[src/rtl/sra_map.svh]
`ifndef SRA_MAP_SVH
`define SRA_MAP_SVH

// ----------------------------------------
// Register offsets (byte addresses)
// ----------------------------------------
`define SRA_OFS_CTRL 8'h00
`define SRA_OFS_APPLY 8'h04
`define SRA_OFS_STATUS 8'h08
`define SRA_OFS_ACCEPT 8'h0C

// ----------------------------------------
// Field positions
// ----------------------------------------
`define SRA_CTRL_PATH_LSB 0
`define SRA_CTRL_DEFL_LSB 3
`define SRA_APPLY_BIT 0
`define SRA_ST_SHUT_LSB 0
`define SRA_ST_DEFL_LSB 3
`define SRA_ST_MODE_LSB 5
`define SRA_ST_INDEP_BIT 8
`define SRA_ST_START_BIT 9
`define SRA_ST_SCHED_LSB 10
`define SRA_ST_EXT_BIT 15
`define SRA_ST_OFFER_LSB 16

// Shutter configuration switch positions 6, 7 and 8 (bit 0 is position 1)
`define SRA_SW_POS6 5
`define SRA_SW_POS7 6
`define SRA_SW_POS8 7

// ----------------------------------------
// Reset values
// ----------------------------------------
`define SRA_RST_PATH 3'h0
`define SRA_RST_DEFL 2'h0

// ----------------------------------------
// Timing
// ----------------------------------------
`define SRA_CLK_MHZ 100
`define SRA_MS_NS 1000000
`define SRA_CLK_NS 10
`define SRA_ACC_T1_MS 1
`define SRA_ACC_T2_MS 4
`define SRA_ACC_T3_MS 8
`define SRA_ACC_T4_MS 16

`endif

[src/rtl/sra_pkg.sv]
package sra_pkg;

  // ----------------------------------------
  // Types
  // ----------------------------------------
  typedef enum logic [2:0] {
    SRA_SINGLE,
    SRA_POWER2,
    SRA_POWER3,
    SRA_TIME2,
    SRA_TIME3,
    SRA_INDEP
  } sra_mode_t;

  typedef struct packed {
    logic [2:0] path;
    logic [1:0] defl;
  } sra_sel_t;

  typedef struct packed {
    logic start;
    logic [4:0] sched;
  } sra_ext_t;

endpackage

[src/rtl/sra_accept_filter.sv]
// Accepts one input level once it has stood unchanged for limit cycles.
module sra_accept_filter (
  input wire logic clk,
  input wire logic rst_n,
  input wire logic en,
  input wire logic [20:0] limit,
  input wire logic din,
  output logic dout
);

  logic last_q, last_d;
  logic [20:0] cnt_q, cnt_d;
  logic out_q, out_d;

  always_comb begin
    last_d = din;
    cnt_d = cnt_q;
    out_d = out_q;
    if (!en) begin
      cnt_d = 21'h000000;
      out_d = 1'b0;
    end else if (din != last_q) begin
      // Any change restarts the wait, so short pulses never pass
      cnt_d = 21'h000000;
    end else begin
      if (cnt_q < limit) begin
        cnt_d = cnt_q + 21'h000001;
      end
      if (cnt_q >= limit - 21'h000001) begin
        out_d = last_q;
      end
    end
  end

  always_ff @(posedge clk or negedge rst_n) begin
    if (!rst_n) begin
      last_q <= 1'b0;
      cnt_q <= 21'h000000;
      out_q <= 1'b0;
    end else begin
      last_q <= last_d;
      cnt_q <= cnt_d;
      out_q <= out_d;
    end
  end

  assign dout = out_q;

endmodule // sra_accept_filter

[src/rtl/sra_top.sv]
// Operation
// Shutter switch positions 6,7,8 decode 000 single, 001/010 two/three-way power split, 100/101 two/three-way time split.
// Single offers path selector one, two-way modes selectors one and two, three-way modes all three.
// Path selector n steers branch shutter n and input unit n.
// On confirmation each shutter with its selector on opens and every other stays closed.
// In time-split modes at most one shutter opens, the lowest-numbered selected one.
// In time-split modes an opened selected shutter operates its matching deflector with it; single and power-split modes drive no deflector.
// Positions 6,7,8 all on select independent mode, decoupling deflectors and offering two deflector selectors.
// In independent mode only fitted shutters enabled by their switch bit and selected are driven.
// In independent mode each deflector enabled by its switch and selected is operated.
// Acceptance switches 1,2 give ON/ON 1 ms, OFF/ON 4 ms, ON/OFF 8 ms, OFF/OFF 16 ms.
// Both acceptance switches off, the factory default, gives the longest time of 16 ms.
// One acceptance time serves both the start input and the schedule inputs.
// Laser output begins once the acceptance time has passed after the start input is asserted.
// The schedule number comes from five inputs weighted 1,2,4,8,16 and is set after the acceptance time.
// Acceptance qualification applies under external signal control, not panel control.
// The external controller holds start and schedule inputs steady for at least the acceptance time.
// An input is accepted only after standing at one level for the full acceptance time.
//
// Implementation choices: the placing of the registers and the plain strobed port.
`include "sra_map.svh"

module sra_top #(
  parameter int MS_CYCLES = (`SRA_MS_NS / `SRA_CLK_NS)
) (
  input wire logic clk,
  input wire logic rst_n,
  input wire logic [7:0] addr,
  input wire logic [31:0] wdata,
  input wire logic wr_en,
  input wire logic rd_en,
  output logic [31:0] rdata,
  input wire logic [7:0] shutter_config_switches,
  input wire logic [7:0] deflector_config_switches,
  input wire logic [1:0] acceptance_config_switches,
  input wire logic ext_control,
  input wire logic ext_start,
  input wire logic [4:0] ext_sched,
  output logic [2:0] shutter_open,
  output logic [1:0] deflector_on,
  output logic laser_start,
  output logic [4:0] schedule_num
);

  // ----------------------------------------
  // Switch decode
  // ----------------------------------------
  logic [2:0] mode_code;
  sra_pkg::sra_mode_t mode;
  logic [2:0] offered;
  logic time_split;
  logic indep;

  assign mode_code = {shutter_config_switches[`SRA_SW_POS6],
                      shutter_config_switches[`SRA_SW_POS7],
                      shutter_config_switches[`SRA_SW_POS8]};

  always_comb begin
    case (mode_code)
      3'h0: mode = sra_pkg::SRA_SINGLE;
      3'h1: mode = sra_pkg::SRA_POWER2;
      3'h2: mode = sra_pkg::SRA_POWER3;
      3'h4: mode = sra_pkg::SRA_TIME2;
      3'h5: mode = sra_pkg::SRA_TIME3;
      3'h7: mode = sra_pkg::SRA_INDEP;
      // Unlisted codes fall back to single, the safest routing
      default: mode = sra_pkg::SRA_SINGLE;
    endcase
  end

  always_comb begin
    case (mode)
      sra_pkg::SRA_SINGLE: offered = 3'h1;
      sra_pkg::SRA_POWER2: offered = 3'h3;
      sra_pkg::SRA_TIME2: offered = 3'h3;
      sra_pkg::SRA_POWER3: offered = 3'h7;
      sra_pkg::SRA_TIME3: offered = 3'h7;
      sra_pkg::SRA_INDEP: offered = 3'h7;
      default: offered = 3'h1;
    endcase
  end

  assign time_split = (mode == sra_pkg::SRA_TIME2) || (mode == sra_pkg::SRA_TIME3);
  assign indep = (mode == sra_pkg::SRA_INDEP);

  // ----------------------------------------
  // Register bus: selections and apply
  // ----------------------------------------
  sra_pkg::sra_sel_t edit_q, edit_d;
  sra_pkg::sra_sel_t applied_q, applied_d;
  logic wr_ctrl;
  logic wr_apply;

  assign wr_ctrl = wr_en && (addr == `SRA_OFS_CTRL);
  assign wr_apply = wr_en && (addr == `SRA_OFS_APPLY) && wdata[`SRA_APPLY_BIT];

  always_comb begin
    edit_d = edit_q;
    applied_d = applied_q;
    if (wr_ctrl) begin
      edit_d.path = wdata[`SRA_CTRL_PATH_LSB +: 3];
      edit_d.defl = wdata[`SRA_CTRL_DEFL_LSB +: 2];
    end
    // A new selection moves the shutters only once it is confirmed
    if (wr_apply) begin
      applied_d = edit_q;
    end
  end

  always_ff @(posedge clk or negedge rst_n) begin
    if (!rst_n) begin
      edit_q.path <= `SRA_RST_PATH;
      edit_q.defl <= `SRA_RST_DEFL;
      applied_q.path <= `SRA_RST_PATH;
      applied_q.defl <= `SRA_RST_DEFL;
    end else begin
      edit_q <= edit_d;
      applied_q <= applied_d;
    end
  end

  // ----------------------------------------
  // Shutter and deflector drive
  // ----------------------------------------
  logic [2:0] sel_eff;
  logic [2:0] shut_d, shut_q;
  logic [1:0] defl_d, defl_q;

  // Selectors the mode does not offer are ignored
  assign sel_eff = applied_q.path & offered;

  always_comb begin
    shut_d = 3'h0;
    defl_d = 2'h0;
    if (indep) begin
      // Unfitted shutters and deflectors stay idle even if selected
      shut_d = sel_eff & shutter_config_switches[2:0];
      defl_d = applied_q.defl & deflector_config_switches[1:0];
    end else if (time_split) begin
      // Lowest-numbered selection wins; two open shutters would split the beam
      if (sel_eff[0]) begin
        shut_d = 3'h1;
      end else if (sel_eff[1]) begin
        shut_d = 3'h2;
      end else if (sel_eff[2]) begin
        shut_d = 3'h4;
      end
      // Path one is straight through; paths two and three need a deflector
      defl_d = shut_d[2:1];
    end else begin
      shut_d = sel_eff;
    end
  end

  always_ff @(posedge clk or negedge rst_n) begin
    if (!rst_n) begin
      shut_q <= 3'h0;
      defl_q <= 2'h0;
    end else begin
      shut_q <= shut_d;
      defl_q <= defl_d;
    end
  end

  assign shutter_open = shut_q;
  assign deflector_on = defl_q;

  // ----------------------------------------
  // Acceptance time
  // ----------------------------------------
  logic [20:0] limit;

  always_comb begin
    // Switch bit high means ON; both off gives the factory 16 ms
    case (acceptance_config_switches)
      2'h3: limit = 21'(`SRA_ACC_T1_MS * MS_CYCLES);
      2'h2: limit = 21'(`SRA_ACC_T2_MS * MS_CYCLES);
      2'h1: limit = 21'(`SRA_ACC_T3_MS * MS_CYCLES);
      2'h0: limit = 21'(`SRA_ACC_T4_MS * MS_CYCLES);
      default: limit = 21'(`SRA_ACC_T4_MS * MS_CYCLES);
    endcase
  end

  // ----------------------------------------
  // External start and schedule inputs
  // ----------------------------------------
  sra_pkg::sra_ext_t raw;
  sra_pkg::sra_ext_t acc;

  assign raw.start = ext_start;
  assign raw.sched = ext_sched;

  // One filter per input, all sharing one limit
  genvar gi;
  generate
    for (gi = 0; gi < 6; gi++) begin : g_acc
      sra_accept_filter u_filt (
        .clk(clk),
        .rst_n(rst_n),
        .en(ext_control),
        .limit(limit),
        .din(raw[gi]),
        .dout(acc[gi])
      );
    end
  endgenerate

  logic start_q, start_d;
  logic [4:0] sched_q, sched_d;

  always_comb begin
    start_d = acc.start && ext_control;
    sched_d = sched_q;
    // Last accepted schedule is kept on return to panel control
    if (ext_control) begin
      sched_d = acc.sched;
    end
  end

  always_ff @(posedge clk or negedge rst_n) begin
    if (!rst_n) begin
      start_q <= 1'b0;
      sched_q <= 5'h00;
    end else begin
      start_q <= start_d;
      sched_q <= sched_d;
    end
  end

  assign laser_start = start_q;
  assign schedule_num = sched_q;

  // ----------------------------------------
  // Register read
  // ----------------------------------------
  logic [31:0] rd_d, rd_q;

  always_comb begin
    rd_d = 32'h00000000;
    if (rd_en) begin
      case (addr)
        `SRA_OFS_CTRL: begin
          rd_d[`SRA_CTRL_PATH_LSB +: 3] = edit_q.path;
          rd_d[`SRA_CTRL_DEFL_LSB +: 2] = edit_q.defl;
        end
        `SRA_OFS_STATUS: begin
          rd_d[`SRA_ST_SHUT_LSB +: 3] = shut_q;
          rd_d[`SRA_ST_DEFL_LSB +: 2] = defl_q;
          rd_d[`SRA_ST_MODE_LSB +: 3] = mode_code;
          rd_d[`SRA_ST_INDEP_BIT] = indep;
          rd_d[`SRA_ST_START_BIT] = start_q;
          rd_d[`SRA_ST_SCHED_LSB +: 5] = sched_q;
          rd_d[`SRA_ST_EXT_BIT] = ext_control;
          rd_d[`SRA_ST_OFFER_LSB +: 3] = offered;
        end
        `SRA_OFS_ACCEPT: begin
          rd_d[20:0] = limit;
        end
        default: begin
          rd_d = 32'h00000000;
        end
      endcase
    end
  end

  always_ff @(posedge clk or negedge rst_n) begin
    if (!rst_n) begin
      rd_q <= 32'h00000000;
    end else begin
      rd_q <= rd_d;
    end
  end

  assign rdata = rd_q;

endmodule // sra_top

[config.mk]
export PLATFORM = sky130hd
export DESIGN_NAME = sra_top
export DESIGN_NICKNAME = d
export VERILOG_FILES = /design/src/rtl/sra_pkg.sv /design/src/rtl/sra_accept_filter.sv /design/src/rtl/sra_top.sv
export VERILOG_INCLUDE_DIRS = /design/src /design/src/rtl
export SDC_FILE = /design/constraint.sdc
export NUM_CORES = 1
export LEC_CHECK = 0
export BUFFER_PORTS_ARGS = -buffer_cell sky130_fd_sc_hd__clkbuf_2
export CAP_MARGIN = 10
export CORE_MARGIN = 3
export CORE_UTILIZATION = 50
export CTS_BUF_LIST = sky130_fd_sc_hd__clkbuf_4 sky130_fd_sc_hd__clkbuf_8
export CTS_CLUSTER_DIAMETER = 30
export DETAILED_ROUTE_END_ITERATION = 6
export GPL_TIMING_DRIVEN = 0
export PLACE_DENSITY_LB_ADDON = 0.12
export SYNTH_ARGS = -nofsm -noshare
export SYNTH_HDL_FRONTEND = slang
export SYNTH_SLANG_ARGS = --single-unit
[constraint.sdc]
create_clock -name clk -period 3.1 [get_ports clk]
set_clock_uncertainty 0.2 [all_clocks]
set_input_delay 0.465 -clock clk [delete_from_list [all_inputs] [get_ports clk]]
set_output_delay 0.465 -clock clk [all_outputs]
set_load 0.01 [all_outputs]
==> flow_summary_export.csv <==
group,metric,value,unit
grt,grt_max_degree,101,
grt,first_global_vias,10800,
placement,numPortBuffers,63,
synthesis,yosys_most_used_dff,"dfrtp_1",
die,die_w,165,um
worst_setup_path,r2r_cells,9,
worst_setup_path,cp-start-kind,"primary input",
detailed_routing,drt-initial-drc-count,837,
clock_tree,clk-insertion-delay-late,0.49,ns
finish,layout-drive-gt1-share,0.245,
hold_path,hp-class,"in -> reg",
placement,dp_hpwl,23900,um
clock_tree,numCtsBuffers,17,
sta,rsz0062_at_grt,"yes",
die,fp.coreArea,0.0246,mm2
power_and_ir_drop,leakage,7.15,nW
die,rows,57,
clock_tree,cts_tree,"yes",
hold_path,holdPathEnd,"edit_q[3]$_DFFE_PN0P_",
hold_path,worstHoldPathCells,2,
sta,hold_viol,0,
detailed_routing,via_count,11400,
clock_tree,root_buffer,"clkbuf_8",
synthesis,synth_edf_count,0,
worst_setup_path,worstSetupPathType,"in -> reg",
synthesis,syn_inst,1375,
die,die_h,165,um
die,ios,112,
grt,grt_pass1_wl,57500,um
run_status,violations,"negative setup slack",
worst_setup_path,reg2reg_to,"g_acc[5].u_filt.cnt_q[19]$_DFFE_PN0P_",
worst_setup_path,cp-end-kind,"register",
synthesis,ys_top_cells_by_count,"dfrtp_1 (180), ha_1 (158), nor2_1 (120)",
finish,area_growth,26.9,%
synthesis,ys_warn_count,0,
detailed_routing,ant_nets,0,
synthesis,yosys.area.top_type,"dfrtp_1",
synthesis,synth_area,0.0127,mm2
detailed_routing,drcViolationCount,0,
sta,worst_slack,-0.0322,ns
synthesis,synth_seq_cells,180,
synthesis,syn_area_per_cell,9.21,um2
placement,placedCellCount,1774,
clock_tree,path_clk_slew,0.11,ns
detailed_routing,vias_per_cell,5.94,
sta,hold_ws,0.0389,ns
sta,period_needed,3.13,ns
hold_path,min_from,"wdata[1]",
finish,nets,1806,
sta,finalSetupViolCount,2,
sta,slew_violations,0,
finish,finish.utilization,0.653,
flow_run,maxCapViolCount,0,
die,dieArea,0.0273,mm2
placement,dp_slack,-1.85,ns
sta,fin_crit_sh,1.01,
worst_setup_path,timing.critical_path.from,"acceptance_config_switches[0]",
clock_tree,cts_max_path_buffers,2,
sta,max_freq,319,MHz
synthesis,synth.most_common_cell,"dfrtp_1",
synthesis,synth.top_cell.area_share,0.356,
finish,finish.instance_area,0.0161,mm2
worst_setup_path,cp_max_fo,7,
worst_setup_path,ff2ff_setup_slack,0.12,ns
synthesis,seq_area_frac_synth,0.356,
synthesis,synthDistinctLibCells,68,
placement,dpl-instance-area,0.0139,mm2
grt,grt_overflow,0,
synthesis,async_reset_ff_frac,1.00,
sta,worst-slew-pin-transition,0.837,ns
detailed_routing,dr.pass1.iters,7,
worst_setup_path,critPathArrivalTime,3.36,ns
clock_tree,cts_sinks,180,
run_status,status,"complete, but fails checks",
synthesis,synth_area_leaders,"dfrtp_1 (36%), ha_1 (16%), xnor2_1 (4.6%), a21oi_1 (4.2%), nor2_1 (3.6%)",
placement,gp_congestion,0.839,
power_and_ir_drop,vdd_drop_max,262,uV
worst_setup_path,reg2reg_from,"g_acc[5].u_filt.cnt_q[10]$_DFFE_PN0P_",
grt,antenna_found_initial,0,
sta,max-slew-margin-rel,0.438,
clock_tree,htreeDepth,4,
grt,track_usage,0.268,
detailed_routing,wirelength,36900,um
finish,n_antenna_cell,0,
detailed_routing,wire_per_inst,19.3,um
worst_setup_path,worst_ep_required_time,3.32,ns
finish,stdcell_count,1916,
die,start_util,0.515,
power_and_ir_drop,p_per_area,300,mW/mm2
-- logic make-up (layout without fill, tap and decap cells) --
kind of cell             count (synthesis)  count (layout)  synth area share
buffers and inverters                   98             304            0.0330
AND/OR/NAND/NOR                        471             472             0.192
multiplexers                            27              27            0.0226
AO/OA/AOI/OAI                          351             351             0.178
adder cells (fa/ha/maj)                158             158             0.156
flip-flops                             180             180             0.356
XOR/XNOR                                89              89            0.0616
other                                    1              11          0.000296
-- report_power, final --
part	switching, mW	internal, mW
logic	0.453	0.305
registers	0.0187	2.36
clock network	1.01	0.672
-- registers in the layout (all words and copies together), names as in the netlist --
name / count
applied_q: 5
laser_start: 1
rdata: 21
g_acc.u_filt.cnt_q: 126
shutter_open: 3
deflector_on: 2
schedule_num: 5
g_acc.u_filt.dout: 6
edit_q: 5
g_acc.u_filt.last_q: 6
-- per-layer routing --
layer | part of all wire | vias to the layer above | global-route usage
met5 | 0 | - | 0
met4 | 0.023 | 0 | 0.0717
met3 | 0.052 | 57 | 0.0379
met2 | 0.48 | 304 | 0.434
met1 | 0.45 | 5545 | 0.376
li1 | - | 5479 | -
-- layout make-up --
cell class | instances | area [um2]
Buffer | 51 | 368
Sequential cell | 180 | 4500
Tap cell | 324 | 405
Timing Repair inverter | 1 | 7.51
Clock buffer | 17 | 234
Timing Repair Buffer | 176 | 1380
Fill cell | 1936 | 8540
Multi-Input combinational cell | 1108 | 8800
Inverter | 44 | 199
Clock inverter | 15 | 168
-- through the flow --
step,total power [mW],TNS (ns)
finish,4.82,-0.0594
global route,5.02,-1.11
CTS,4.78,-0.0463
detailed placement,2.98,-200.05
global placement,2.96,-581.62
floorplan,2.75,-19.09
-- cell usage in the layout (no fill, tap or decap), types with 14 or more instances in the layout --
cell        n
buf_4      88
a21oi_2    19
nand2_1    89
a21o_1     48
o21ai_0    69
dfrtp_1   180
a21oi_1    83
mux2i_1    14
ha_4       22
and2_1     15
clkbuf_8   20
and3_1     20
o21a_1     14
nand4_1    40
nor2_1    115
inv_1      35
xor2_1     23
ha_1      133
buf_6      21
clkbuf_2   60
nand3_1    53
clkbuf_1   25
xnor2_1    64
or3_1      21
-- repair_timing --
action	4_1_cts	5_1_grt
pin swaps	15	46
endpoints found under the hold margin	91	0
hold buffers	12	0
setup buffers	62	34
resized for setup	61	106
gates cloned	3	2
setup endpoints to repair	132	94
-- critical path: stages --
cell        delay, ns
clkbuf_16        0.13
clkinvlp_4       0.16
buf_6            0.17
ha_4             0.27
clkinvlp_4       0.10
buf_4            0.15
buf_12           0.14
ha_4             0.22
a21oi_4          0.13
o221ai_2         0.11
a21o_1           0.23
a21oi_4          0.18
o2111ai_4        0.19
buf_8            0.18
or3_4            0.36
a21oi_2          0.13
-- how the worst max path moves through the flow --
stage,to,slack (ns),cells past startpoint
after global routing,g_acc[0].u_filt.cnt_q[17]$_DFFE_PN0P_,-0.10,16
final,g_acc[0].u_filt.cnt_q[17]$_DFFE_PN0P_,-0.03,16
after floorplan,g_acc[5].u_filt.cnt_q[18]$_DFFE_PN0P_,-0.35,10
after global placement,g_acc[1].u_filt.cnt_q[4]$_DFFE_PN0P_,-2.17,1
after detailed placement,g_acc[5].u_filt.cnt_q[6]$_DFFE_PN0P_,-1.85,11
after CTS,g_acc[2].u_filt.cnt_q[19]$_DFFE_PN0P_,-0.05,14
No activity file was read; power rests on OpenSTA's default activity.
